==> src/pkg/scr_cfg.svh <==
/*
 Constants for the set/clear register bank: register offsets, field masks,
 reset values and widths. Assumes an 8-bit peripheral register bus.
*/
`ifndef SCR_CFG_SVH
`define SCR_CFG_SVH

// Data and address widths of the register port
`define SCR_DW            8
`define SCR_AW            4
// Register offsets
`define SCR_OFS_CTRL      4'h0
`define SCR_OFS_FLAGS_SET 4'h1
`define SCR_OFS_FLAGS_CLR 4'h2
`define SCR_OFS_MODE      4'h3
`define SCR_OFS_STATUS    4'h4
`define SCR_OFS_DBGCTRL   4'h5
// Writable bit masks; the other bits are reserved
`define SCR_MASK_CTRL     8'h0F
`define SCR_MASK_FLAGS    8'h7F
`define SCR_MASK_DBG      8'h01
// Mode field position and width
`define SCR_MODE_LSB      0
`define SCR_MODE_W        2
// Reset values
`define SCR_RST_CTRL      8'h00
`define SCR_RST_FLAGS     8'h00
`define SCR_RST_MODE      2'h0
`define SCR_RST_DBG       8'h00
// Software reset bit in the control register
`define SCR_CTRL_SWRST    7

`endif

==> src/pkg/scr_pkg.sv <==
/*
 Types for the set/clear register bank.
 Assumes scr_cfg.svh supplies the numeric constants.
*/
package scr_pkg;
	// Mode encodings; 2'h3 is reserved and never stored
	typedef enum logic [1:0] {
		SCR_MODE_OFF  = 2'h0,
		SCR_MODE_ONE  = 2'h1,
		SCR_MODE_CONT = 2'h2
	} scr_mode_e;
	// Read-only state encoding reported to software
	typedef enum logic [1:0] {
		SCR_ST_IDLE = 2'h0,
		SCR_ST_RUN  = 2'h1,
		SCR_ST_DONE = 2'h3
	} scr_state_e;
endpackage

==> src/core/scr_regbank.sv <==
/*
 Peripheral register bank with the common conventions: a set/clear pair,
 reserved bits, a guarded mode field, a read-only state field, software
 reset and a debug control register that survives it.
 Assumes an 8-bit synchronous register port from the CPU on CLK_SYS, with
 one-cycle write and read strobes, and that HW_EVENT and RUN_DONE come from
 logic on the same clock, so they are used without synchronisers.
*/
// Notes on behaviour
// - Clear-register one clears shared bit
// - Set-register one sets shared bit
// - Both pair addresses read same value
// - Simultaneous writes: clear wins
// - Reserved bits always read zero
// - Read-only fields show only defined encodings
// - Software reset equals power-on, debug kept
`timescale 1ns/1ps
`default_nettype none
`include "scr_cfg.svh"

module scr_regbank (
	input  wire logic                  CLK_SYS,
	input  wire logic                  ARST_N,
	input  wire logic                  WR_EN,     // One-cycle write strobe
	input  wire logic                  RD_EN,     // One-cycle read strobe
	input  wire logic                  WR_CLR_EN, // Extra strobe: clear pair alongside
	input  wire logic [`SCR_AW-1:0]    ADDR,
	input  wire logic [`SCR_DW-1:0]    WDATA,
	input  wire logic [`SCR_DW-1:0]    CLR_WDATA, // Data for the extra clear strobe
	input  wire logic [`SCR_DW-1:0]    HW_EVENT,  // Hardware flag sources
	input  wire logic                  RUN_DONE,  // Same-clock run completion
	output logic      [`SCR_DW-1:0]    RDATA,
	output logic                       RVALID,
	output logic      [`SCR_DW-1:0]    FLAGS,
	output logic      [1:0]            MODE,
	output logic                       DBG_RUN
);
	logic [7:0] flags;        // Shared set/clear value
	logic [7:0] ctrl;         // Control register
	logic [7:0] next_ctrl;
	logic [1:0] mode;         // Mode field
	logic [1:0] next_mode;
	logic [7:0] dbg;          // Debug control, kept over software reset
	logic [7:0] next_dbg;
	scr_pkg::scr_state_e state;
	scr_pkg::scr_state_e next_state;
	logic [7:0] next_rdata;   // Read word for the output register
	logic       sw_rst;       // Software reset request
	logic       set_we;       // Write strobe, set address
	logic       clr_we;       // Write strobe, clear address or extra port
	logic [7:0] clr_wdata;    // Bits to clear in the pair
	// Next values of the output registers
	logic       next_rvalid;
	logic [7:0] next_flags;
	logic [1:0] next_mode_out;
	logic       next_dbg_run;

	// Pair strobes; a clear may arrive together with a set through the extra port
	// The single address bus could not otherwise reach both pair registers at once
	assign set_we = WR_EN && (ADDR == `SCR_OFS_FLAGS_SET);
	assign clr_we = (WR_EN && (ADDR == `SCR_OFS_FLAGS_CLR)) || WR_CLR_EN;
	// Bits set and cleared together: clear wins through the ordering in the leaf
	assign sw_rst = WR_EN && (ADDR == `SCR_OFS_CTRL) && WDATA[`SCR_CTRL_SWRST];

	// Shared flag value with its set/clear addresses
	// Hardware events are ORed in inside the leaf and beat a software clear
	scr_setclr_bits #(
		.MASK  (`SCR_MASK_FLAGS),
		.RST_V (`SCR_RST_FLAGS)
	) u_flags (
		.clk    (CLK_SYS),
		.arst_n (ARST_N),
		.sw_rst (sw_rst),
		.set_we (set_we),
		.clr_we (clr_we),
		.wdata     (WDATA),
		.clr_wdata (clr_wdata),
		.hw_set (HW_EVENT),
		.value  (flags)
	);

	// Clear data: the extra strobe brings its own word, a plain clear-address
	// write brings WDATA; set bits outside the clear word still take effect
	always_comb begin
		clr_wdata = 8'h00;
		if (WR_CLR_EN) begin
			clr_wdata = CLR_WDATA;
		end
		if (WR_EN && (ADDR == `SCR_OFS_FLAGS_CLR)) begin
			clr_wdata = clr_wdata | WDATA;
		end
	end

	// Control, mode and debug next values
	always_comb begin
		next_ctrl = ctrl;
		next_mode = mode;
		next_dbg  = dbg;
		if (WR_EN) begin
			case (ADDR)
				`SCR_OFS_CTRL: begin
					next_ctrl = WDATA & `SCR_MASK_CTRL;
				end
				`SCR_OFS_MODE: begin
					// A reserved encoding is dropped, the field keeps its value
					// Software must not send it; this only keeps the field defined
					if (WDATA[1:0] != 2'h3) begin
						next_mode = WDATA[1:0];
					end
				end
				`SCR_OFS_DBGCTRL: begin
					next_dbg = WDATA & `SCR_MASK_DBG;
				end
				default: begin
					// Writes to other offsets leave these registers alone
					next_ctrl = ctrl;
				end
			endcase
		end
		// Software reset restores everything but debug control
		if (sw_rst) begin
			next_ctrl = `SCR_RST_CTRL;
			next_mode = `SCR_RST_MODE;
		end
	end

	// Read-only state sequence driven by the mode field
	// DONE holds until mode goes off; a new one-shot needs mode off first
	always_comb begin
		next_state = state;
		case (state)
			scr_pkg::SCR_ST_IDLE: begin
				if (mode != scr_pkg::SCR_MODE_OFF) begin
					next_state = scr_pkg::SCR_ST_RUN;
				end
			end
			scr_pkg::SCR_ST_RUN: begin
				if (mode == scr_pkg::SCR_MODE_OFF) begin
					next_state = scr_pkg::SCR_ST_IDLE;
				end else if (RUN_DONE && mode == scr_pkg::SCR_MODE_ONE) begin
					next_state = scr_pkg::SCR_ST_DONE;
				end
			end
			scr_pkg::SCR_ST_DONE: begin
				if (mode == scr_pkg::SCR_MODE_OFF) begin
					next_state = scr_pkg::SCR_ST_IDLE;
				end
			end
			default: begin
				// Unused code 2'h2 is never shown to software
				next_state = scr_pkg::SCR_ST_IDLE;
			end
		endcase
		// Software reset wins over any transition in the same cycle
		if (sw_rst) begin
			next_state = scr_pkg::SCR_ST_IDLE;
		end
	end

	// Read mux; both pair addresses return the same shared value
	// Reserved positions are masked here as well as at the store
	always_comb begin
		next_rdata = 8'h00;
		case (ADDR)
			`SCR_OFS_CTRL:      next_rdata = ctrl & `SCR_MASK_CTRL;
			`SCR_OFS_FLAGS_SET: next_rdata = flags & `SCR_MASK_FLAGS;
			`SCR_OFS_FLAGS_CLR: next_rdata = flags & `SCR_MASK_FLAGS;
			`SCR_OFS_MODE:      next_rdata = {6'h00, mode};
			`SCR_OFS_STATUS:    next_rdata = {6'h00, state};
			`SCR_OFS_DBGCTRL:   next_rdata = dbg & `SCR_MASK_DBG;
			default:            next_rdata = 8'h00; // Unmapped reads zero
		endcase
		// Data stands only in the cycle RVALID is high, zero otherwise
		if (!RD_EN) begin
			next_rdata = 8'h00;
		end
	end

	// Output stage next values; ports leave from flip-flops only, which costs
	// one cycle of latency on FLAGS, MODE and DBG_RUN but keeps them glitch free
	always_comb begin
		next_rvalid   = RD_EN;
		next_flags    = flags;
		next_mode_out = mode;
		next_dbg_run  = dbg[0];
	end

	// Register state; reserved bit 7 of control is never stored, so a
	// software reset is a single pulse and cannot stick
	always_ff @(posedge CLK_SYS or negedge ARST_N) begin
		if (!ARST_N) begin
			ctrl  <= `SCR_RST_CTRL;
			mode  <= `SCR_RST_MODE;
			dbg   <= `SCR_RST_DBG;
			state <= scr_pkg::SCR_ST_IDLE;
		end else begin
			ctrl  <= next_ctrl;
			mode  <= next_mode;
			dbg   <= next_dbg;
			state <= next_state;
		end
	end

	// Output registers; all clear at reset so nothing stands before a read
	always_ff @(posedge CLK_SYS or negedge ARST_N) begin
		if (!ARST_N) begin
			RDATA   <= 8'h00;
			RVALID  <= 1'b0;
			FLAGS   <= 8'h00;
			MODE    <= 2'h0;
			DBG_RUN <= 1'b0;
		end else begin
			RDATA   <= next_rdata;
			RVALID  <= next_rvalid;
			FLAGS   <= next_flags;
			MODE    <= next_mode_out;
			DBG_RUN <= next_dbg_run;
		end
	end
endmodule

`default_nettype wire

==> src/core/scr_setclr_bits.sv <==
/*
 One shared set/clear value: writes of ones through the set or the clear
 address change single bits, clear wins. Assumes one-cycle write strobes.
*/
`timescale 1ns/1ps
`default_nettype none
`include "scr_cfg.svh"

module scr_setclr_bits #(
	parameter logic [7:0] MASK  = 8'hFF, // Implemented bits
	parameter logic [7:0] RST_V = 8'h00  // Reset value
) (
	input  wire logic       clk,
	input  wire logic       arst_n,
	input  wire logic       sw_rst,  // Synchronous return to reset value
	input  wire logic       set_we,  // Write strobe, set address
	input  wire logic       clr_we,  // Write strobe, clear address
	input  wire logic [7:0] wdata,     // Set data
	input  wire logic [7:0] clr_wdata, // Clear data, may meet a set in one cycle
	input  wire logic [7:0] hw_set,  // Hardware events
	output logic      [7:0] value
);
	logic [7:0] next_value; // Next shared value

	// Next value: set first, then clear so that clear takes precedence
	always_comb begin
		next_value = value;
		if (set_we) begin
			next_value = next_value | wdata;
		end
		if (clr_we) begin
			next_value = next_value & ~clr_wdata;
		end
		// Hardware events are applied after set and clear so none is lost under a clear
		next_value = (next_value | hw_set) & MASK;
		if (sw_rst) begin
			next_value = RST_V & MASK;
		end
	end

	// Register stage
	always_ff @(posedge clk or negedge arst_n) begin
		if (!arst_n) begin
			value <= RST_V & MASK;
		end else begin
			value <= next_value;
		end
	end
endmodule

`default_nettype wire

==> config.mk <==
export PLATFORM = sky130hd
export DESIGN_NAME = scr_regbank
export DESIGN_NICKNAME = d
export VERILOG_FILES = /design/src/pkg/scr_pkg.sv /design/src/core/scr_regbank.sv /design/src/core/scr_setclr_bits.sv
export VERILOG_INCLUDE_DIRS = /design/src /design/src/pkg
export SDC_FILE = /design/constraint.sdc
export NUM_CORES = 1
export LEC_CHECK = 0
export BUFFER_PORTS_ARGS = -buffer_cell sky130_fd_sc_hd__buf_2
export CAP_MARGIN = 40
export CORE_MARGIN = 3
export CORE_UTILIZATION = 49
export CTS_CLUSTER_DIAMETER = 50
export CTS_CLUSTER_SIZE = 30
export DETAILED_ROUTE_END_ITERATION = 10
export GPL_TIMING_DRIVEN = 0
export PLACE_DENSITY_LB_ADDON = 0.3
export SLEW_MARGIN = 20
export SYNTH_ARGS = -nofsm -noshare
export SYNTH_HDL_FRONTEND = slang
export SYNTH_SLANG_ARGS = --single-unit
==> constraint.sdc <==
create_clock -name CLK_SYS -period 1.35 [get_ports CLK_SYS]
set_input_delay 0.27 -clock CLK_SYS [delete_from_list [all_inputs] [get_ports CLK_SYS]]
set_output_delay 0.27 -clock CLK_SYS [all_outputs]
set_load 0.05 [all_outputs]
# After elaboration in Yosys (flattened, before gate mapping)
# Index checks and enable logic that the tools add are counted.
[op_classes]
n_reduce_logical = 19
eq_ne = 12
bitwise = 5
mux = 20
[ops]
columns = ["cell", "n"]
rows = [
  ["$mux W7", 5],
  ["$pmux W7 S5", 1],
  ["$or A7 B7 Y7", 3],
  ["$mux W2", 9],
  ["$mux W4", 3],
  ["$reduce_bool A2 Y1", 5],
  ["$eq A4 B2 Y1 const B", 2],
  ["$eq A4 B3 Y1 const B", 2],
  ["$mux W8", 1],
  ["$and A7 B7 Y7", 1],
  ["$not A7 Y7", 1],
  ["$ne A3 B3 Y1 const B", 2],
  ["$pmux W2 S3", 1],
  ["$reduce_and A3 Y1", 2],
  ["$logic_and A1 B1 Y1", 5],
  ["$eq A2 B1 Y1 const B", 2],
  ["$eq A4 B1 Y1 const B", 1],
  ["$logic_not A2 Y1", 2],
  ["$logic_not A4 Y1", 1],
  ["$ne A4 B4 Y1 const B", 1],
  ["$reduce_and A2 Y1", 2],
  ["$eq A2 B2 Y1 const B", 1],
  ["$ne A2 B2 Y1 const B", 1],
  ["$reduce_or A2 Y1", 1],
  ["$logic_or A1 B1 Y1", 1],
]
[word_totals]
inputBits = 34
output_inout_bits = 20
elab_cells = 66
reg_bits = 35

# Depth between registers and ports, before layout
[logic_depth]
depth_word = 8
depth_mapped = 5
ltp_nobuf = 3

# By module
# From an unflattened synthesis, not the netlist that was laid out.
[unflattened]
hier_cells = 132
hier_area_um2 = 1549.0
[by_module_without_submodules]
columns = ["mod", "seq_area_each_um2", "instances", "cells_per_inst", "area_per_inst_um2"]
rows = [
  ["scr_regbank", 700.7, 1, 102, 1222.4],
  ["scr_setclr_bits", 175.2, 1, 30, 326.6],
]

# Worst setup path before layout
# OpenSTA, ideal clock, no wires.
[synth_timing]
path_kind = "input to register"
startpoint = "input port ADDR[2]"
endpoint = "register mode[0]"
setup_ns = 0.123
stages = 5
slack_ns = 0.033
arrival_time_ns = 1.194
n_path_buf = 2
required_time_ns = 1.227
cell_sequence = "buf_6 > nor3b_4 > buf_6 > nand3_2 > o221a_2"
[synth_via]
elab_chain_len = 5
word_cells_on_any_way = 9
classes_between = "eq/ne: 1; mux: 1; reduce/logical: 7"
[synth_rtl]
columns = ["item", "line", "source"]
rows = [
  ["start, declared", "scr_regbank.sv:27", "input wire logic [`SCR_AW-1:0] ADDR,"],
  ["$logic_not A4 Y1", "n/a", ""],
  ["$logic_and A1 B1 Y1 (2 in a row)", "scr_regbank.sv:63", "assign sw_rst = WR_EN && (ADDR == `SCR_OFS_CTRL) && WDATA[`SCR_CTRL_SWRST];"],
  ["$reduce_bool A2 Y1 (no source line)", "n/a", ""],
  ["$reduce_and A3 Y1 (no source line)", "n/a", ""],
  ["end signal, assigned", "scr_regbank.sv:193", "mode <= `SCR_RST_MODE;"],
  ["end signal, assigned", "scr_regbank.sv:198", "mode <= next_mode;"],
  ["end, declared", "scr_regbank.sv:41", "logic [1:0] mode;"],
]
# Parallel ways exist; a longest one is shown, timed or not.
# A chain may end at the register's enable or synchronous reset.

# Worst setup path in the final report
[layout_timing]
startpoint = "input port ADDR[3]"
endpoint = "register mode[1]"
# The elaborated chain is that of the path after synthesis.

==> metrics.md <==
| Metric | Value |
|---|---|
| Status | `finished, violations left` |
| Failing checks | `negative hold slack` |
| CP Max Fanout | `10` |
| N_diodes | `0` |
| Biggest cell delay along the critical path | `roughly 450 ps` |
| Worst Setup Path Type | `input port to register` |
| Antenna violations before repair | `0` |
| Max IR drop VDD | `about 0.66 mV` |
| Post-cts sizing count | `0` |
| Avg Cell Area, Syn | `approximately 13 sq um` |
| Number of antenna-violating nets in the routed design | `0` |
| Fraction of final layout cells sized beyond drive strength 1 | `0.4205` |
| Yosys synthesis warning count | `0` |
| Startpoint of the lowest-slack register-to-register path | `dbg[0]$_DFFE_PN0P_` |
| WP data required | `between 1500 and 2000 ps` |
| Wire length of the first global-routing pass | `roughly 5500 microns` |
| Total non-filler cell area in the finished layout | `roughly 1900 sq um` |
| Ratio of final minimum period to clock period | `0.9279` |
| Placeable core region | `between 2000 and 3000 sq um` |
| Number of max-capacitance violations reported | `0` |
| Crit path launch type | `input port` |
| Top cell types by occurrence after synthesis | `sky130_fd_sc_hd__dfrtp_1, sky130_fd_sc_hd__a32oi_1, sky130_fd_sc_hd__a311o_1, sky130_fd_sc_hd__nor2b_1, sky130_fd_sc_hd__o211a_1` |
| Fraction of synthesized cell area taken by the top area cell type | `0.5569` |
| H-tree levels | `2` |
| Worst max-slew margin expressed relative to the limit | `0.5105` |
| Synth Cell Area | `1528 sq um` |
| Slew Limit Fails | `0` |
| Global router's overall resource usage | `0.2031` |
| DR iter-0 viols | `66` |
| Starting density of the core | `0.5355` |
| Post-synthesis cell count | `119` |
| Accumulated negative setup slack | `0 ps` |
| Overall die area | `between 3000 and 4000 sq um` |
| Capture point of the worst reg-to-reg path | `RDATA[0]$_DFF_PN0_` |
| Flop2flop setup slack | `between 150 and 200 ps` |
| DP HPWL | `approximately 2600 microns` |
| Count of final setup violators | `0` |
| Area added between synthesis and finish | `22.44%` |
| Hold WS | `-17.09 ps` |
| Top-Level Pins | `54` |
| Kind of end point of the critical path | `register` |
| Cell with the most instances after synthesis | `sky130_fd_sc_hd__dfrtp_1` |
| Post-synthesis sequential area ratio | `0.5569` |
| Number of buffers added by the clock tree synthesis step | `5` |
| Flop and latch count out of synthesis | `34` |
| Total power density per cell area | `1251 nW/um^2` |
| Average wire per standard cell | `16.86 microns` |
| Proportion of synthesized flip-flops having asynchronous set or reset | `1.000` |
| CTS Hold Bufs | `0` |
| Number of buffers and inverters on the critical path | `2` |
| # placed instances | `between 150 and 200` |
| Congestion Overflow GR | `0` |
| Arrival time of the worst setup path | `roughly 1500 ps` |
| TritonCTS clock tree | `yes` |
| Cell with the largest stage delay on the worst path | `sky130_fd_sc_hd__nor3b_4` |
| Clock slew at the register clock pins of the worst setup and hold paths | `approximately 90 ps` |
| Setup Buffers After CTS | `0` |
| Total via count in the routed design | `1234` |
| Length of the first detailed-routing pass in iterations | `4` |
| Pin count of the biggest net entering global routing | `35` |
| Cell type group with the largest total delay on the critical path | `simple AND/OR/NAND/NOR gates` |
| Cell Rows | `19` |
| Time the worst path needs with I/O delays and setup | `1253 ps` |
| Number of distinct library cells after synthesis | `31` |
| Nets | `between 200 and 250` |
| R2R depth | `3` |
| Die Span Y | `between 60 and 70 microns` |
| Clk Tree Root Cell | `sky130_fd_sc_hd__clkbuf_4` |
| Worst hold-check path type | `input port to async pin` |
| Number of sinks handled by clock tree synthesis | `34` |
| Number of enable-type register cells in the synthesized netlist | `0` |
| Area after detailed placement | `around 1800 sq um` |
| Sum of routed wire length over all layers | `~3500 microns` |
| Critical Path, Cell by Cell | `buf_2 -> nor3b_4 -> buf_6 -> nand3_2 -> o221a_2` |
| Final instance count without filler cells | `slightly above 200` |
| Die boundary width | `just over 60 microns` |
| Count of final hold-check violations | `34` |
| Vias in the first global route | `~1200` |
| Worst-Skew Late Latency | `roughly 340 ps` |
| Setup clock skew after layout | `between 4 and 5 ps` |
| Final GP Congestion | `0.8243` |
| PortBufs | `48` |
| Static leakage power | `between 0.8 and 0.9 nW` |
| Post-synth top flop | `sky130_fd_sc_hd__dfrtp_1` |
| Number of remaining DRC errors | `0` |
| Worst Max-Slew Pin Slew | `about 730 ps` |
| Main area contributors after synthesis | `sky130_fd_sc_hd__dfrtp_1, sky130_fd_sc_hd__a311o_1, sky130_fd_sc_hd__a32oi_1` |
| Post-detailed-route via-to-cell ratio | `slightly below 6` |
| Buffers from clock root to sink, at most | `2` |
| Unrepaired setup endpoints after global routing | `false` |
| Yosys top cell by area | `sky130_fd_sc_hd__dfrtp_1` |
| Maximum clock frequency | `approximately 800 MHz` |
per-layer routing:
metal / wire (microns) / share of wire / global-route usage / up-vias
met5: 0 / 0 / 0 / -
met4: 69 / 0.020 / 0.1030 / 0
met3: 302 / 0.087 / 0.05165 / 10
met2: 1750 / 0.50 / 0.3259 / 54
met1: 1369 / 0.39 / 0.2536 / 601
li1: - / - / - / 569
power breakdown:
group / switching (mW) / internal [mW] / leakage (nW) / total, mW
Combinational: 0.351 / 0.193 / 0.446 / 0.545
Sequential: 0.0773 / 1.14 / 0.406 / 1.22
Clock: 0.326 / 0.252 / 0.0353 / 0.578
sequential cells by signal, indices dropped and copies added (netlist names):
| register | count |
|---|---|
| DBG_RUN | 1 |
| FLAGS | 7 |
| MODE | 2 |
| RDATA | 7 |
| RVALID | 1 |
| ctrl | 4 |
| dbg | 1 |
| mode | 2 |
| state | 2 |
| u_flags.value | 7 |
worst reg2reg max path, cell delays in order, from the launching register on:
cell	delay, ps
sky130_fd_sc_hd__dfrtp_1	380
sky130_fd_sc_hd__mux2i_1	80
sky130_fd_sc_hd__or4b_1	460
sky130_fd_sc_hd__a31oi_1	180
worst max-delay path by stage:
stage / from / to / slack (ps) / depth (start not counted)
2_1_floorplan: ADDR[2] / mode[0]$_DFFE_PN0P_ / 30 / 5
3_3_place_gp: ADDR[3] / mode[1]$_DFFE_PN0P_ / -220 / 5
3_5_place_dp: ADDR[3] / mode[1]$_DFFE_PN0P_ / -260 / 5
4_1_cts: ADDR[3] / mode[1]$_DFFE_PN0P_ / 90 / 5
5_1_grt: ADDR[3] / mode[0]$_DFFE_PN0P_ / 10 / 5
6_report: ADDR[3] / mode[1]$_DFFE_PN0P_ / 100 / 5
placed cells by master (no fill, tap or decap), types with 4 or more instances in the layout:
master	instances
sky130_fd_sc_hd__a311o_1	7
sky130_fd_sc_hd__a32oi_1	8
sky130_fd_sc_hd__buf_2	49
sky130_fd_sc_hd__buf_4	4
sky130_fd_sc_hd__clkbuf_4	5
sky130_fd_sc_hd__dfrtp_1	34
sky130_fd_sc_hd__mux2_2	6
sky130_fd_sc_hd__nand2_1	4
sky130_fd_sc_hd__nor2_1	5
sky130_fd_sc_hd__nor2b_1	7
sky130_fd_sc_hd__nor3_1	4
sky130_fd_sc_hd__o211a_1	7
area by class of cell:
type / instances / area [sq um]
fillers: 228 / 982.2
flip-flops and latches: 34 / 850.8
multi-input cells: 79 / 623.1
repair buffers: 48 / 240.2
clock inverters: 1 / 5.005
clock buffers: 7 / 55.05
plain buffers: 7 / 57.56
well taps: 31 / 38.79
metrics by stage:
stage	setup slack, ps	power, mW	utilization
global route	12.56	2.459	0.6557
detailed placement	-261.5	1.784	0.6346
global placement	-219.0	1.758	0.6346
finish	97.37	2.340	0.6557
floorplan	33.17	1.590	-
CTS	94.82	2.350	0.6557
cells by family after synthesis:
family	share of synthesized area
AO/OA/AOI/OAI	0.1777
XOR/XNOR	0.005734
buffers and inverters	0.03767
flip-flops	0.5569
multiplexers	0.06388
other	0.002455
AND/OR/NAND/NOR	0.1556
(Power assumes the default switching activity.)
